<file path="config.mk">
export PLATFORM = sky130hd
export DESIGN_NAME = i2cra_ctrl
export DESIGN_NICKNAME = d
export VERILOG_FILES = /design/src/pkg/i2cra_pkg.sv /design/src/design/i2cra_ctrl.sv /design/src/design/i2cra_watchdog.sv
export VERILOG_INCLUDE_DIRS = /design/src /design/src/pkg
export SDC_FILE = /design/constraint.sdc
export NUM_CORES = 1
export LEC_CHECK = 0
export BUFFER_PORTS_ARGS = -buffer_cell sky130_fd_sc_hd__buf_2
export CAP_MARGIN = 0
export CORE_MARGIN = 1.5
export CORE_UTILIZATION = 55
export CTS_CLUSTER_DIAMETER = 150
export DETAILED_ROUTE_END_ITERATION = 10
export PLACE_DENSITY = 0.75
export SYNTH_ARGS = -nofsm -noshare
export SYNTH_HDL_FRONTEND = slang
export SYNTH_SLANG_ARGS = --single-unit
</file>
<file path="constraint.sdc">
create_clock -name clk -period 7.65 [get_ports clk]
set_input_delay 1.53 -clock clk [delete_from_list [all_inputs] [get_ports clk]]
set_output_delay 1.53 -clock clk [all_outputs]
set_load 0.01 [all_outputs]
</file>
<file path="src/pkg/i2cra_defs.svh">
// Offsets, field positions, reset values and timing counts of the remote addressing block.
// Included by the design files and the bench; holds definitions only.
`ifndef I2CRA_DEFS_SVH
`define I2CRA_DEFS_SVH

`define I2CRA_OFS_CTRL 8'h05
`define I2CRA_OFS_PEER 8'h06
`define I2CRA_OFS_TGT 8'h07
`define I2CRA_OFS_ALIAS 8'h08

`define I2CRA_CTRL_WDOFF 0
`define I2CRA_CTRL_WDSHORT 1
`define I2CRA_CTRL_WRBLK 2
`define I2CRA_CTRL_DLY_LO 3
`define I2CRA_CTRL_DLY_HI 4
`define I2CRA_CTRL_MASK 8'h1F
`define I2CRA_PEER_LOCK 0
`define I2CRA_ADDR_MASK 8'hFE
`define I2CRA_RESET_VAL 8'h00

`define I2CRA_CLK_KHZ 40000
`define I2CRA_SDA_DLY_BASE_NS 240
`define I2CRA_SDA_DLY_STEP_NS 40
`define I2CRA_WD_SHORT_MS 50
`define I2CRA_WD_LONG_MS 1000
`define I2CRA_WD_SHORT_CYC (`I2CRA_WD_SHORT_MS * `I2CRA_CLK_KHZ)
`define I2CRA_WD_LONG_CYC (`I2CRA_WD_LONG_MS * `I2CRA_CLK_KHZ)
`define I2CRA_RCV_HALF_NS 5000
`define I2CRA_RCV_HALF_CYC ((`I2CRA_RCV_HALF_NS * `I2CRA_CLK_KHZ) / 1000000)
`define I2CRA_RCV_PULSES 9

`endif

</file>
<file path="src/pkg/i2cra_pkg.sv">
// Types shared by the remote addressing block and its watchdog.
// Constants live in i2cra_defs.svh.
package i2cra_pkg;

	typedef struct packed {
		logic valid;
		logic write;
		logic remote;
		logic [7:0] addr;
		logic [7:0] wdata;
	} i2cra_req_t;

	typedef struct packed {
		logic valid;
		logic [6:0] addr;
	} i2cra_txn_t;

	typedef enum logic [1:0] {
		WD_WATCH,
		WD_LOW,
		WD_HIGH
	} i2cra_wd_state_t;

endpackage : i2cra_pkg

</file>
<file path="src/design/i2cra_ctrl.sv">
// Remote addressing control: registers 0x05..0x08, remote write blocking, address remap,
// SDA output delay and the bus watchdog. Register requests come from the device's own
// serial-control slave on clk; SCL and SDA are pins and are synchronised here.
`timescale 1ns/1ps
`include "i2cra_defs.svh"

module i2cra_ctrl #(
	parameter int unsigned WD_SHORT_CYC = `I2CRA_WD_SHORT_CYC,
	parameter int unsigned WD_LONG_CYC = `I2CRA_WD_LONG_CYC
) (
	// Clock and reset
	input wire logic clk,
	input wire logic nrst,
	// Register access
	input i2cra_pkg::i2cra_req_t reg_req,
	output logic [7:0] reg_rdata,
	output logic reg_rd_valid,
	output logic reg_wr_reject,
	// Control channel
	input wire logic rx_lock,
	input wire logic [6:0] peer_id,
	// Local master transactions and forwarding
	input i2cra_pkg::i2cra_txn_t txn,
	output logic fwd_valid,
	output logic fwd_to_peer,
	output logic [6:0] fwd_addr,
	// Bus pins
	input wire logic scl_in,
	input wire logic sda_in,
	input wire logic sda_release,
	output logic scl_out,
	output logic scl_oe,
	output logic sda_out,
	output logic sda_oe,
	output logic bus_free,
	output logic wd_recovering
);
	import i2cra_pkg::*;

	function automatic logic [4:0] dly_cycles(input logic [1:0] code);
		int unsigned ns;
		ns = `I2CRA_SDA_DLY_BASE_NS + `I2CRA_SDA_DLY_STEP_NS * int'(code);
		dly_cycles = 5'((ns * `I2CRA_CLK_KHZ + 999999) / 1000000);
	endfunction : dly_cycles

	logic [7:0] ctrl_reg, ctrl_next;
	logic [7:0] peer_reg, peer_next;
	logic [7:0] tgt_reg, tgt_next;
	logic [7:0] alias_reg, alias_next;
	logic [7:0] rdata_reg, rdata_next;
	logic rd_valid_reg, rd_valid_next;
	logic reject_reg, reject_next;
	logic lock_d_reg;
	logic fwd_valid_reg, fwd_valid_next;
	logic fwd_peer_reg, fwd_peer_next;
	logic [6:0] fwd_addr_reg, fwd_addr_next;
	logic scl_meta_reg, scl_s_reg, sda_meta_reg, sda_s_reg, scl_d_reg;
	logic [4:0] dly_reg, dly_next;
	logic dly_run_reg, dly_run_next;
	logic sda_rel_reg, sda_rel_next;
	logic wr_ok, autoload, scl_fall;

	assign wr_ok = reg_req.valid && reg_req.write && !(reg_req.remote && ctrl_reg[`I2CRA_CTRL_WRBLK]);
	assign autoload = rx_lock && !lock_d_reg && !peer_reg[`I2CRA_PEER_LOCK];

	always_comb begin
		ctrl_next = ctrl_reg;
		peer_next = peer_reg;
		tgt_next = tgt_reg;
		alias_next = alias_reg;
		rdata_next = rdata_reg;
		rd_valid_next = 1'b0;
		reject_next = reg_req.valid && reg_req.write && !wr_ok;
		if (autoload) begin
			peer_next = {peer_id, peer_reg[`I2CRA_PEER_LOCK]};
		end
		if (wr_ok && reg_req.addr == `I2CRA_OFS_CTRL) begin
			ctrl_next = reg_req.wdata & `I2CRA_CTRL_MASK;
		end else if (wr_ok && reg_req.addr == `I2CRA_OFS_PEER) begin
			peer_next = reg_req.wdata;
		end else if (wr_ok && reg_req.addr == `I2CRA_OFS_TGT) begin
			tgt_next = reg_req.wdata & `I2CRA_ADDR_MASK;
		end else if (wr_ok && reg_req.addr == `I2CRA_OFS_ALIAS) begin
			alias_next = reg_req.wdata & `I2CRA_ADDR_MASK;
		end
		if (reg_req.valid && !reg_req.write) begin
			rd_valid_next = 1'b1;
			if (reg_req.addr == `I2CRA_OFS_CTRL) begin
				rdata_next = ctrl_reg;
			end else if (reg_req.addr == `I2CRA_OFS_PEER) begin
				rdata_next = peer_reg;
			end else if (reg_req.addr == `I2CRA_OFS_TGT) begin
				rdata_next = tgt_reg;
			end else if (reg_req.addr == `I2CRA_OFS_ALIAS) begin
				rdata_next = alias_reg;
			end else begin
				rdata_next = 8'h00;
			end
		end
	end

	always_comb begin
		fwd_valid_next = 1'b0;
		fwd_peer_next = fwd_peer_reg;
		fwd_addr_next = fwd_addr_reg;
		if (txn.valid) begin
			if (peer_reg[7:1] != 7'h00 && txn.addr == peer_reg[7:1]) begin
				fwd_valid_next = 1'b1;
				fwd_peer_next = 1'b1;
				fwd_addr_next = peer_reg[7:1];
			end else if (alias_reg[7:1] != 7'h00 && txn.addr == alias_reg[7:1]) begin
				fwd_valid_next = 1'b1;
				fwd_peer_next = 1'b0;
				fwd_addr_next = tgt_reg[7:1];
			end
		end
	end

	assign scl_fall = scl_d_reg && !scl_s_reg;

	always_comb begin
		dly_next = dly_reg;
		dly_run_next = dly_run_reg;
		sda_rel_next = sda_rel_reg;
		if (scl_fall) begin
			dly_next = dly_cycles(ctrl_reg[`I2CRA_CTRL_DLY_HI:`I2CRA_CTRL_DLY_LO]) - 5'h01;
			dly_run_next = 1'b1;
		end else if (dly_run_reg && dly_reg != 5'h00) begin
			dly_next = dly_reg - 5'h01;
		end else if (dly_run_reg) begin
			dly_run_next = 1'b0;
			sda_rel_next = sda_release;
		end
	end

	always_ff @(posedge clk) begin
		if (!nrst) begin
			ctrl_reg <= `I2CRA_RESET_VAL;
			peer_reg <= `I2CRA_RESET_VAL;
			tgt_reg <= `I2CRA_RESET_VAL;
			alias_reg <= `I2CRA_RESET_VAL;
			rdata_reg <= 8'h00;
			rd_valid_reg <= 1'b0;
			reject_reg <= 1'b0;
			lock_d_reg <= 1'b0;
			fwd_valid_reg <= 1'b0;
			fwd_peer_reg <= 1'b0;
			fwd_addr_reg <= 7'h00;
			scl_meta_reg <= 1'b1;
			scl_s_reg <= 1'b1;
			sda_meta_reg <= 1'b1;
			sda_s_reg <= 1'b1;
			scl_d_reg <= 1'b1;
			dly_reg <= 5'h00;
			dly_run_reg <= 1'b0;
			sda_rel_reg <= 1'b1;
		end else begin
			ctrl_reg <= ctrl_next;
			peer_reg <= peer_next;
			tgt_reg <= tgt_next;
			alias_reg <= alias_next;
			rdata_reg <= rdata_next;
			rd_valid_reg <= rd_valid_next;
			reject_reg <= reject_next;
			lock_d_reg <= rx_lock;
			fwd_valid_reg <= fwd_valid_next;
			fwd_peer_reg <= fwd_peer_next;
			fwd_addr_reg <= fwd_addr_next;
			scl_meta_reg <= scl_in;
			scl_s_reg <= scl_meta_reg;
			sda_meta_reg <= sda_in;
			sda_s_reg <= sda_meta_reg;
			scl_d_reg <= scl_s_reg;
			dly_reg <= dly_next;
			dly_run_reg <= dly_run_next;
			sda_rel_reg <= sda_rel_next;
		end
	end

	i2cra_watchdog #(
		.TO_SHORT(WD_SHORT_CYC),
		.TO_LONG(WD_LONG_CYC)
	) u_wd (
		.clk(clk),
		.nrst(nrst),
		.scl_s(scl_s_reg),
		.sda_s(sda_s_reg),
		.disable_wd(ctrl_reg[`I2CRA_CTRL_WDOFF]),
		.short_mode(ctrl_reg[`I2CRA_CTRL_WDSHORT]),
		.bus_free(bus_free),
		.scl_oe(scl_oe),
		.recovering(wd_recovering)
	);

	assign reg_rdata = rdata_reg;
	assign reg_rd_valid = rd_valid_reg;
	assign reg_wr_reject = reject_reg;
	assign fwd_valid = fwd_valid_reg;
	assign fwd_to_peer = fwd_peer_reg;
	assign fwd_addr = fwd_addr_reg;
	// Open drain: both lines only ever pull low
	assign scl_out = 1'b0;
	assign sda_out = 1'b0;
	assign sda_oe = !sda_rel_reg;
endmodule : i2cra_ctrl

</file>
<file path="src/design/i2cra_watchdog.sv">
// Bus watchdog: idle timer on the synchronised bus lines and the nine-clock recovery.
// Expects scl_s and sda_s already synchronised to clk.
`timescale 1ns/1ps
`include "i2cra_defs.svh"

module i2cra_watchdog #(
	parameter int unsigned TO_SHORT = `I2CRA_WD_SHORT_CYC,
	parameter int unsigned TO_LONG = `I2CRA_WD_LONG_CYC
) (
	// Clock and reset
	input wire logic clk,
	input wire logic nrst,
	// Bus view and settings
	input wire logic scl_s,
	input wire logic sda_s,
	input wire logic disable_wd,
	input wire logic short_mode,
	// Results
	output logic bus_free,
	output logic scl_oe,
	output logic recovering
);
	import i2cra_pkg::*;

	i2cra_wd_state_t state_reg, state_next;
	logic [25:0] idle_reg, idle_next;
	logic [7:0] half_reg, half_next;
	logic [3:0] pulse_reg, pulse_next;
	logic scl_d_reg, sda_d_reg;
	logic free_reg, free_next;
	logic [25:0] limit;
	logic activity;
	logic [11:0] rcv_cyc_reg, rcv_cyc_next;

	assign limit = short_mode ? 26'(TO_SHORT - 1) : 26'(TO_LONG - 1);
	assign activity = (scl_s != scl_d_reg) || (sda_s != sda_d_reg);

	always_comb begin
		state_next = state_reg;
		idle_next = idle_reg;
		half_next = half_reg;
		pulse_next = pulse_reg;
		free_next = 1'b0;
		case (state_reg)
			WD_WATCH: begin
				if (disable_wd || activity) begin
					idle_next = '0;
				end else if (idle_reg >= limit) begin
					idle_next = '0;
					if (sda_s) begin
						free_next = 1'b1;
					end else begin
						state_next = WD_LOW;
						half_next = '0;
						pulse_next = '0;
					end
				end else begin
					idle_next = idle_reg + 26'h0000001;
				end
			end
			WD_LOW: begin
				if (half_reg == 8'(`I2CRA_RCV_HALF_CYC - 1)) begin
					half_next = '0;
					state_next = WD_HIGH;
				end else begin
					half_next = half_reg + 8'h01;
				end
			end
			WD_HIGH: begin
				if (half_reg == 8'(`I2CRA_RCV_HALF_CYC - 1)) begin
					half_next = '0;
					pulse_next = pulse_reg + 4'h1;
					state_next = (pulse_reg == 4'(`I2CRA_RCV_PULSES - 1)) ? WD_WATCH : WD_LOW;
				end else begin
					half_next = half_reg + 8'h01;
				end
			end
			default: state_next = WD_WATCH;
		endcase
	end

	always_ff @(posedge clk) begin
		if (!nrst) begin
			state_reg <= WD_WATCH;
			idle_reg <= '0;
			half_reg <= '0;
			pulse_reg <= '0;
			scl_d_reg <= 1'b1;
			sda_d_reg <= 1'b1;
			free_reg <= 1'b0;
		end else begin
			state_reg <= state_next;
			idle_reg <= idle_next;
			half_reg <= half_next;
			pulse_reg <= pulse_next;
			scl_d_reg <= scl_s;
			sda_d_reg <= sda_s;
			free_reg <= free_next;
		end
	end

	assign bus_free = free_reg;
	assign scl_oe = (state_reg == WD_LOW);
	assign recovering = (state_reg != WD_WATCH);

	// Recovery length counter, read only by the assertions; a range of delays this long would not unroll
	always_comb begin
		rcv_cyc_next = recovering ? rcv_cyc_reg + 12'h001 : 12'h000;
	end

	always_ff @(posedge clk) begin
		if (!nrst) begin
			rcv_cyc_reg <= 12'h000;
		end else begin
			rcv_cyc_reg <= rcv_cyc_next;
		end
	end
endmodule : i2cra_watchdog

</file>
# [Word level (Yosys, flattened, before mapping)]
# Cells that the tools add are included.
[op_classes] n_addsub=7 n_mul=2 div_mod_pow=1 order_cmp=1 n_eq_ne=18 mux=39 n_bitwise=8 reduce_logical=43
[op_table] cell="$mux 8" n=11
[op_table] cell="$mux 26" n=3
[op_table] cell="$div 32x20->32 const B" n=1
[op_table] cell="$add 25x20->26 const B" n=1
[op_table] cell="$add 26x1->26 const B" n=1
[op_table] cell="$ge 26x26->1" n=1
[op_table] cell="$eq 8x3->1 const B" n=3
[op_table] cell="$mul 9x10->19 const B" n=1
[op_table] cell="$mux 4" n=4
[op_table] cell="$pmux 8 s2" n=1
[op_table] cell="$logic_and 1x1->1" n=15
[op_table] cell="$eq 7x7->1" n=2
[op_table] cell="$mux 7" n=2
[op_table] cell="$reduce_bool 7->1" n=2
[op_table] cell="$mux 2" n=5
[op_table] cell="$mux 5" n=2
[op_table] cell="$reduce_and 5->1" n=2
[op_table] cell="$reduce_bool 2->1" n=5
[op_table] cell="$sub 5x1->5 const B" n=2
[op_table] cell="$add 8x8->9 const A" n=1
[op_table] cell="$mux 1" n=9
[op_table] cell="$add 8x1->8 const B" n=1
[op_table] cell="$eq 8x4->1 const B" n=1
[op_table] cell="$eq 8x8->1 const B" n=1
[op_table] cell="other kinds (20)" n=42
[word_totals] register_bits=101 wordCells=144

# [Logic depth before layout (Yosys ltp)]
# Gate-level depths: netlist (run 1).
[logic_depth] ltp_word=7 mapped_depth=23 mapped_depth_nobuf=23

# [By module]
# From an unflattened synthesis (run 1), not the netlist that was laid out.
[hier_totals] cells_unflattened=822 hier_area_um2=6836.6
[by_module_without_submodules] module="i2cra_ctrl" instances=1 cells_per_inst=481 area_per_inst_um2=4073.9
[by_module_without_submodules] module="i2cra_watchdog" instances=1 cells_per_inst=341 area_per_inst_um2=2762.6

# [Least setup slack after synthesis (run 1)]
# OpenSTA, ideal clock, no wires.
[synth_path] kind="register to register" startpoint="register ctrl_reg[3]" endpoint="register dly_reg[4]" setup_ps=128 t_arrival_ps=5386 setup_slack_ps=2137 stages_incl_launch_ff=24 period_less_slack_ps=5513 cell_sequence="dfxtp_1 > inv_1 > ha_1 > xnor2_1 > xnor2_1 > a21o_1 > ha_1 > ha_1 > fa_1 > or2_1 > o311a_2 > mux2_2 > o31ai_4 > nor4_1 > o41ai_4 > a32oi_1 > a211o_1 > nand2_1 > ha_1 > and2_1 > nand4_1 > xnor2_1 > a21oi_1 > nor2_1"
[synth_via] elab_chain_len=7
[synth_lines] element="start: declaration" line_no="i2cra_ctrl.sv:46" rtl="logic [7:0] ctrl_reg, ctrl_next;"
[synth_lines] element="start signal: assignment" line_no="i2cra_ctrl.sv:138" rtl="ctrl_reg <= `I2CRA_RESET_VAL;"
[synth_lines] element="start signal: assignment" line_no="i2cra_ctrl.sv:158" rtl="ctrl_reg <= ctrl_next;"
[synth_lines] element="$mul 3x2->5 (no line)"
[synth_lines] element="$add 8x8->9 (no line)"
[synth_lines] element="$mul 9x10->19 (no line)"
[synth_lines] element="$add 25x20->26" line_no="i2cra_ctrl.sv:43" rtl="dly_cycles = 5'((ns * `I2CRA_CLK_KHZ + 999999) / 1000000);"
[synth_lines] element="$div 32x20->32" line_no="i2cra_ctrl.sv:43"
[synth_lines] element="$sub 5x1->5" line_no="i2cra_ctrl.sv:126" rtl="dly_next = dly_cycles(ctrl_reg[`I2CRA_CTRL_DLY_HI:`I2CRA_CTRL_DLY_LO]) - 5'h01;"
[synth_lines] element="$mux 5" line_no="i2cra_ctrl.sv:125" rtl="if (scl_fall) begin"
[synth_lines] element="end signal: assignment" line_no="i2cra_ctrl.sv:174" rtl="dly_reg <= dly_next;"
[synth_lines] element="end: declaration" line_no="i2cra_ctrl.sv:58" rtl="logic [4:0] dly_reg, dly_next;"
# No other way between the ends.
# A chain may end at the register's enable or synchronous reset.

# [Worst setup path in the final report (run 1)]
# Ends and elaborated chain as after synthesis.

==> impl_metrics.env, run 1 <==
export IMPL_drc=2
export IMPL_dpl_instance_area_um2=6860
export IMPL_cp_common_cell="ha_1"
export IMPL_hold_ws_ns=0.415
export IMPL_final_common_cell="dfxtp_1"
export IMPL_holdCritPathClass="flip-flop to flip-flop"
export IMPL_start_util=0.568
export IMPL_fin_cells=993
export IMPL_drt_pass1_iter_count=8
export IMPL_cts_tree="built"
export IMPL_ys_flop_type="dfxtp_1"
export IMPL_gr_total_overflow=0
export IMPL_cap_viol_max_count=0
export IMPL_final_cell_mix="101 x dfxtp_1, 80 x nand2_1, 78 x nor2_1"
export IMPL_powerDensity_nw_per_um2=157
export IMPL_dieHeight_um=112
export IMPL_period_minus_slack_ns=6.03
export IMPL_syn_avg_cell_area_um2=8.14
export IMPL_critPathRequiredTime_ns=7.88
export IMPL_drt_total_wl_um=15800
export IMPL_ctsRootBufferMaster="clkbuf_16"
export IMPL_arrival_ns=6.26
export IMPL_antenna_found_initial=0
export IMPL_grt_pass1_wl_um=27000
export IMPL_ctsResizeCount=0
export IMPL_met1_usage=0.342
export IMPL_design_area_um2=7150
export IMPL_drive_gt1_frac=0.131
export IMPL_holdPathStages=1
export IMPL_yosysSeqAreaShare=0.309
export IMPL_cp_slowest_cell="dfxtp_1"
export IMPL_cts_path_max_buffers=2
export IMPL_diodes=0
export IMPL_endpoint_kind="flip-flop"
export IMPL_first_global_vias=5686
export IMPL_cts_hold_buffers=0
export IMPL_finalHoldViolCount=0
export IMPL_cp_depth=23
export IMPL_yosysTopAreaCellShare=0.309
export IMPL_io_pins=65
export IMPL_path_cells="inv_1, ha_1, xnor2_1, xnor2_1, a21o_1, ha_1, ha_1, fa_1, or2_1, o311a_2, mux2_2, o31ai_4, nor4_1, o41ai_4, a32oi_1, a211o_1, nand2_1, ha_1, and2_1, nand4_1, xnor2_1, a21oi_1, nor2_1"
export IMPL_die_w_um=112
export IMPL_top_usage_layer="met2"
export IMPL_coreArea_um2=11500
export IMPL_finalNetCount=930
export IMPL_cts_buffers=9
export IMPL_synth_top_cells_by_area="dfxtp_1 31%, ha_1 8.4%, nand2_1 4.6%, nor2_1 4.5%, a21oi_1 3.9%"
export IMPL_synth_edf_count=0
export IMPL_setup_viol=0
export IMPL_tns_ns=0
export IMPL_clkSlewWorstSetupHoldPaths_ns=0.07
export IMPL_cpLargestDelayFamily="compound AO/OA/AOI/OAI gates"
export IMPL_insertion_delay_ns=0.35
export IMPL_relSlewSlack=0.343
export IMPL_num_vias=6086
export IMPL_grtUsageMet2=0.440
export IMPL_violations="design-rule violations"
export IMPL_path_class="flip-flop to flip-flop"
export IMPL_crit_path_start_kind="flip-flop"
export IMPL_fin_crit_sh=0.788
export IMPL_placed_cells=977
export IMPL_cp_slowest_stage_delay_ns=0.52
export IMPL_synth_cells=804
export IMPL_hpwl_um=11800
export IMPL_critPathMaxFanout=10
export IMPL_wl_per_cell_um=15.9
export IMPL_fin_skew_ns=0.00892
export IMPL_largest_reg_flops=26
export IMPL_rows=39
export IMPL_r2r_cells=23
export IMPL_use_met3=0.0508
export IMPL_synthDistinctLibCells=89
export IMPL_syn_to_final_growth_pct=9.37
export IMPL_fmax_ghz=0.166
export IMPL_status="finished, violations left"
export IMPL_worstMarginPinSlew_ns=0.978
export IMPL_yosys_warnings=0
export IMPL_gp_congestion=0.882
export IMPL_drtIter0Drc=519
export IMPL_synth_largest_area_cell="dfxtp_1"
export IMPL_synth_seq_cells=101
export IMPL_antenna_left=0
export IMPL_clock_sinks=101
export IMPL_netlist_area_um2=6540
export IMPL_via_per_inst=6.13
export IMPL_cts_htree_levels=3
export IMPL_dieArea_um2=12600
export IMPL_leakagePower_uw=0.00288
export IMPL_post_cts_buffers=0
export IMPL_grt_total_usage=0.260
export IMPL_cp_num_buf_inv=1
export IMPL_io_buffers=62
export IMPL_ir_drop_mv=0.154
export IMPL_async_flop_share=0
export IMPL_slew_viol_final=0
export IMPL_rsz0062_at_grt="false"
export IMPL_grt_max_degree=51
-- layer usage --
| layer | wire length [µm] | part of all wire |
|---|---|---|
| met1 | 7170 | 0.45 |
| met2 | 7570 | 0.48 |
| met3 | 826 | 0.052 |
| met4 | 242 | 0.015 |
| met5 | 0 | 0 |
-- Yosys cell counts, drive strengths merged (13+ instances only) --
cell type  instances
and3              23
dfxtp            101
o21ai             53
nor3              14
a211oi            25
xor2              13
a21oi             51
mux2i             22
ha                44
inv               29
nor2              78
nand3             36
xnor2             16
clkbuf            30
nand2b            19
nand2             80
-- cell type report --
| type | count | area, µm² |
|---|---|---|
| Clock buffer | 11 | 233 |
| Sequential cell | 101 | 2020 |
| Timing Repair Buffer | 68 | 355 |
| Tap cell | 143 | 179 |
| Clock inverter | 5 | 66.3 |
| Inverter | 29 | 109 |
| Fill cell | 1010 | 4360 |
| Multi-Input combinational cell | 636 | 4190 |
-- cells by family after synthesis --
logic type	after synthesis	share of synthesized area
AOI/OAI and AO/OA	211	0.221
xor gates and xnor gates	30	0.0430
adders and majority gates	45	0.0872
buffers and inverters	68	0.0509
DFF	101	0.309
muxes	23	0.0354
other	1	0.000573
and+or+nand+nor	325	0.253
-- through the flow --
stage	power (µW)	utilization	worst slack (ns)
2_1_floorplan	633	-	2.14
3_3_place_gp	669	0.595	1.85
3_5_place_dp	673	0.595	1.67
4_1_cts	1130	0.621	1.65
5_1_grt	1170	0.621	1.13
6_report	1130	0.621	1.62
-- final timing paths --
path	startpoint	slack [ns]	end
max	ctrl_reg[3]$_SDFFE_PN0P_	1.62	dly_reg[4]$_SDFFE_PN0P_
min reg2reg	sda_meta_reg$_SDFF_PN1_	0.41	sda_s_reg$_SDFF_PN1_
max reg2reg	ctrl_reg[3]$_SDFFE_PN0P_	1.62	dly_reg[4]$_SDFFE_PN0P_
min	sda_meta_reg$_SDFF_PN1_	0.41	sda_s_reg$_SDFF_PN1_
-- power by group --
group	internal (µW)	switching [µW]	total, µW
sequential	535	9.63	545
combinational	43.0	73.8	117
clock	259	206	464
Note: power is estimated with default switching activity, not from simulation.
==> inputs of run 2 (changes only) <==
--- a/config.mk
+++ b/config.mk
@@ -6,13 +6,14 @@
 export SDC_FILE = /design/constraint.sdc
 export NUM_CORES = 1
 export LEC_CHECK = 0
+export ABC_AREA = 1
 export BUFFER_PORTS_ARGS = -buffer_cell sky130_fd_sc_hd__buf_2
 export CAP_MARGIN = 0
 export CORE_MARGIN = 1.5
-export CORE_UTILIZATION = 55
+export CORE_UTILIZATION = 54
 export CTS_CLUSTER_DIAMETER = 150
 export DETAILED_ROUTE_END_ITERATION = 10
-export PLACE_DENSITY = 0.75
+export PLACE_DENSITY = 0.77
 export SYNTH_ARGS = -nofsm -noshare
 export SYNTH_HDL_FRONTEND = slang
 export SYNTH_SLANG_ARGS = --single-unit
==> constraint.sdc (replaced) <==
create_clock -name clk -period 5.3 [get_ports clk]
set_input_delay 1.06 -clock clk [delete_from_list [all_inputs] [get_ports clk]]
set_output_delay 1.06 -clock clk [all_outputs]
set_load 0.01 [all_outputs]
==> impl_metrics.env, run 2 <==
export IMPL_status="complete, no violations"
export IMPL_antenna_left=0
export IMPL_coreArea_um2=11600
export IMPL_drc=0
export IMPL_cts_buffers=9
export IMPL_largest_reg_flops=26
export IMPL_slew_viol_final=0
export IMPL_r2r_end="dly_reg[4]$_SDFFE_PN0P_"
export IMPL_ctsRootBufferMaster="clkbuf_16"
export IMPL_leakagePower_uw=0.00318
export IMPL_place_ws_ns=0.0143
export IMPL_cpLargestDelayFamily="adder cells"
export IMPL_first_global_vias=5857
export IMPL_start_util=0.562
export IMPL_syn_avg_cell_area_um2=6.93
export IMPL_r2r_setup_slack_ns=0.41
export IMPL_cp_slowest_stage_delay_ns=0.50
export IMPL_yosys_warnings=0
export IMPL_ir_drop_mv=0.220
export IMPL_cp_endpoint="dly_reg[4]$_SDFFE_PN0P_"
export IMPL_io_buffers=62
export IMPL_fillCellCount=1078
export IMPL_synthDistinctLibCells=57
export IMPL_cts_tree="built"
export IMPL_synth_edf_count=0
export IMPL_r2r_start="ctrl_reg[3]$_SDFFE_PN0P_"
export IMPL_critPathMaxFanout=7
export IMPL_clkSlewWorstSetupHoldPaths_ns=0.07
export IMPL_seq_area_um2=2030
export IMPL_worstMarginPinSlew_ns=0.783
export IMPL_finalNetCount=1085
export IMPL_grt_max_degree=50
export IMPL_crit_start="ctrl_reg[3]$_SDFFE_PN0P_"
export IMPL_synth_cells_most_frequent="176 x nand2_1, 108 x inv_1, 101 x dfxtp_1, 81 x nand3_1, 77 x a21oi_1"
export IMPL_cts_path_max_buffers=2
export IMPL_dieArea_um2=12700
export IMPL_rows=39
export IMPL_post_synth_top_count_cell="nand2_1"
export IMPL_synth_top_cells_by_area="dfxtp_1 31%, nand2_1 10%, ha_1 8.5%, inv_1 6.2%, nand3_1 6.2%"
export IMPL_cap_viol_max_count=0
export IMPL_hpwl_um=11700
export IMPL_drtIter0Drc=371
export IMPL_dieHeight_um=113
export IMPL_path_class="flip-flop to flip-flop"
export IMPL_finalHoldViolCount=0
export IMPL_period_minus_slack_ns=4.89
export IMPL_gr_total_overflow=0
export IMPL_async_flop_share=0
export IMPL_powerDensity_nw_per_um2=221
export IMPL_fin_crit_sh=0.923
export IMPL_insertion_delay_ns=0.36
export IMPL_gp_congestion=0.918
export IMPL_fmax_ghz=0.204
export IMPL_critPathRequiredTime_ns=5.55
export IMPL_wl_per_cell_um=14.1
export IMPL_holdCritPathClass="flip-flop to flip-flop"
export IMPL_fin_skew_ns=0.00569
export IMPL_grt_pass1_wl_um=26900
export IMPL_placed_cells=1123
export IMPL_yosysTopAreaCellShare=0.311
export IMPL_die_w_um=113
export IMPL_yosysSeqAreaShare=0.311
export IMPL_arrival_ns=5.14
export IMPL_synth_seq_cells=101
export IMPL_drive_gt1_frac=0.157
export IMPL_drt_total_wl_um=16100
export IMPL_netlist_area_um2=6500
export IMPL_r2r_cells=33
export IMPL_setup_ws_ns=0.407
export IMPL_antenna_found_initial=1
export IMPL_fin_cells=1149
export IMPL_synth_cells=939
export IMPL_syn_to_final_growth_pct=13.9
export IMPL_cts_htree_levels=3
export IMPL_multi_input_area_um2=4010
export IMPL_ys_flop_type="dfxtp_1"
export IMPL_synth_largest_area_cell="dfxtp_1"
export IMPL_setup_viol=0
export IMPL_final_cell_mix="174 x nand2_1, 106 x inv_1, 99 x dfxtp_1"
export IMPL_cp_num_buf_inv=5
export IMPL_io_pins=65
export IMPL_final_common_cell="nand2_1"
export IMPL_drt_pass1_iter_count=5
export IMPL_clock_sinks=101
export IMPL_relSlewSlack=0.476
export IMPL_via_per_inst=5.58
export IMPL_num_vias=6414
export IMPL_crit_path_start_kind="flip-flop"
export IMPL_cp_depth=33
export IMPL_endpoint_kind="flip-flop"
export IMPL_grt_total_usage=0.257
export IMPL_cp_slowest_cell="fa_2"
-- run 2: power breakdown --
| group | internal [µW] | leakage (µW) | switching (µW) | total [µW] |
|---|---|---|---|---|
| Clock | 422 | 0.000159 | 318 | 739 |
| Sequential | 769 | 0.000819 | 10.3 | 779 |
| Combinational | 43.0 | 0.00220 | 74.3 | 117 |
-- run 2: worst min path at each step --
stage / start / to / slack (ns) / cells past startpoint
4_1_cts: sda_meta_reg$_SDFF_PN1_ / sda_s_reg$_SDFF_PN1_ / 0.42 / 1
2_1_floorplan: scl_meta_reg$_SDFF_PN1_ / scl_s_reg$_SDFF_PN1_ / 0.39 / 1
5_1_grt: scl_meta_reg$_SDFF_PN1_ / scl_s_reg$_SDFF_PN1_ / 0.44 / 1
6_report: sda_meta_reg$_SDFF_PN1_ / sda_s_reg$_SDFF_PN1_ / 0.42 / 1
3_5_place_dp: sda_meta_reg$_SDFF_PN1_ / sda_s_reg$_SDFF_PN1_ / 0.40 / 1
3_3_place_gp: sda_meta_reg$_SDFF_PN1_ / sda_s_reg$_SDFF_PN1_ / 0.41 / 1
-- run 2: cell type report --
| class | count | area share |
|---|---|---|
| multi-input combinational | 696 | 0.541 |
| sequential | 101 | 0.274 |
| inverter | 115 | 0.0583 |
| timing repair buffer | 77 | 0.0576 |
| clock buffer | 9 | 0.0304 |
| tap | 143 | 0.0241 |
| clock inverter | 7 | 0.0142 |
| antenna | 1 | 0.000338 |
-- run 2: stage by stage --
stage | utilization | area, µm² | total power [µW] | setup TNS, ns | hold WS, ns
finish | 0.641 | 7410 | 1640 | 0 | 0.421
global route | 0.640 | 7410 | 1680 | -0.00176 | 0.437
CTS | 0.626 | 7240 | 1640 | 0 | 0.421
detailed placement | 0.597 | 6910 | 912 | 0 | 0.403
global placement | 0.597 | 6910 | 910 | 0 | 0.406
floorplan | - | 6510 | 870 | 0 | 0.392
-- run 2: cells by family (layout without fill, tap and decap cells) --
group | Yosys count | in the layout | share of synthesized area
other | 1 | 3 | 0.000576
xor gates and xnor gates | 21 | 21 | 0.0306
and+or+nand+nor | 422 | 422 | 0.302
adders and majority gates | 45 | 45 | 0.0877
buffers and inverters | 143 | 208 | 0.0883
DFF | 101 | 101 | 0.311
AOI/OAI and AO/OA | 206 | 206 | 0.180
-- run 2: what timing repair did --
action / CTS / global route
pin swaps: 0 / 11
setup endpoints to repair: 1 / 5
resized for setup: 1 / 27
buffers inserted: 0 / 9
hold buffers: 0 / 0
-- run 2: metal layers --
| layer | global-route usage | share of wire | routed length (µm) | up-vias |
|---|---|---|---|---|
| li1 | - | - | - | 3287 |
| met1 | 0.348 | 0.47 | 7610 | 2928 |
| met2 | 0.420 | 0.45 | 7340 | 168 |
| met3 | 0.0364 | 0.053 | 859 | 31 |
| met4 | 0.0928 | 0.021 | 341 | 0 |
| met5 | 0 | 0 | 0 | - |
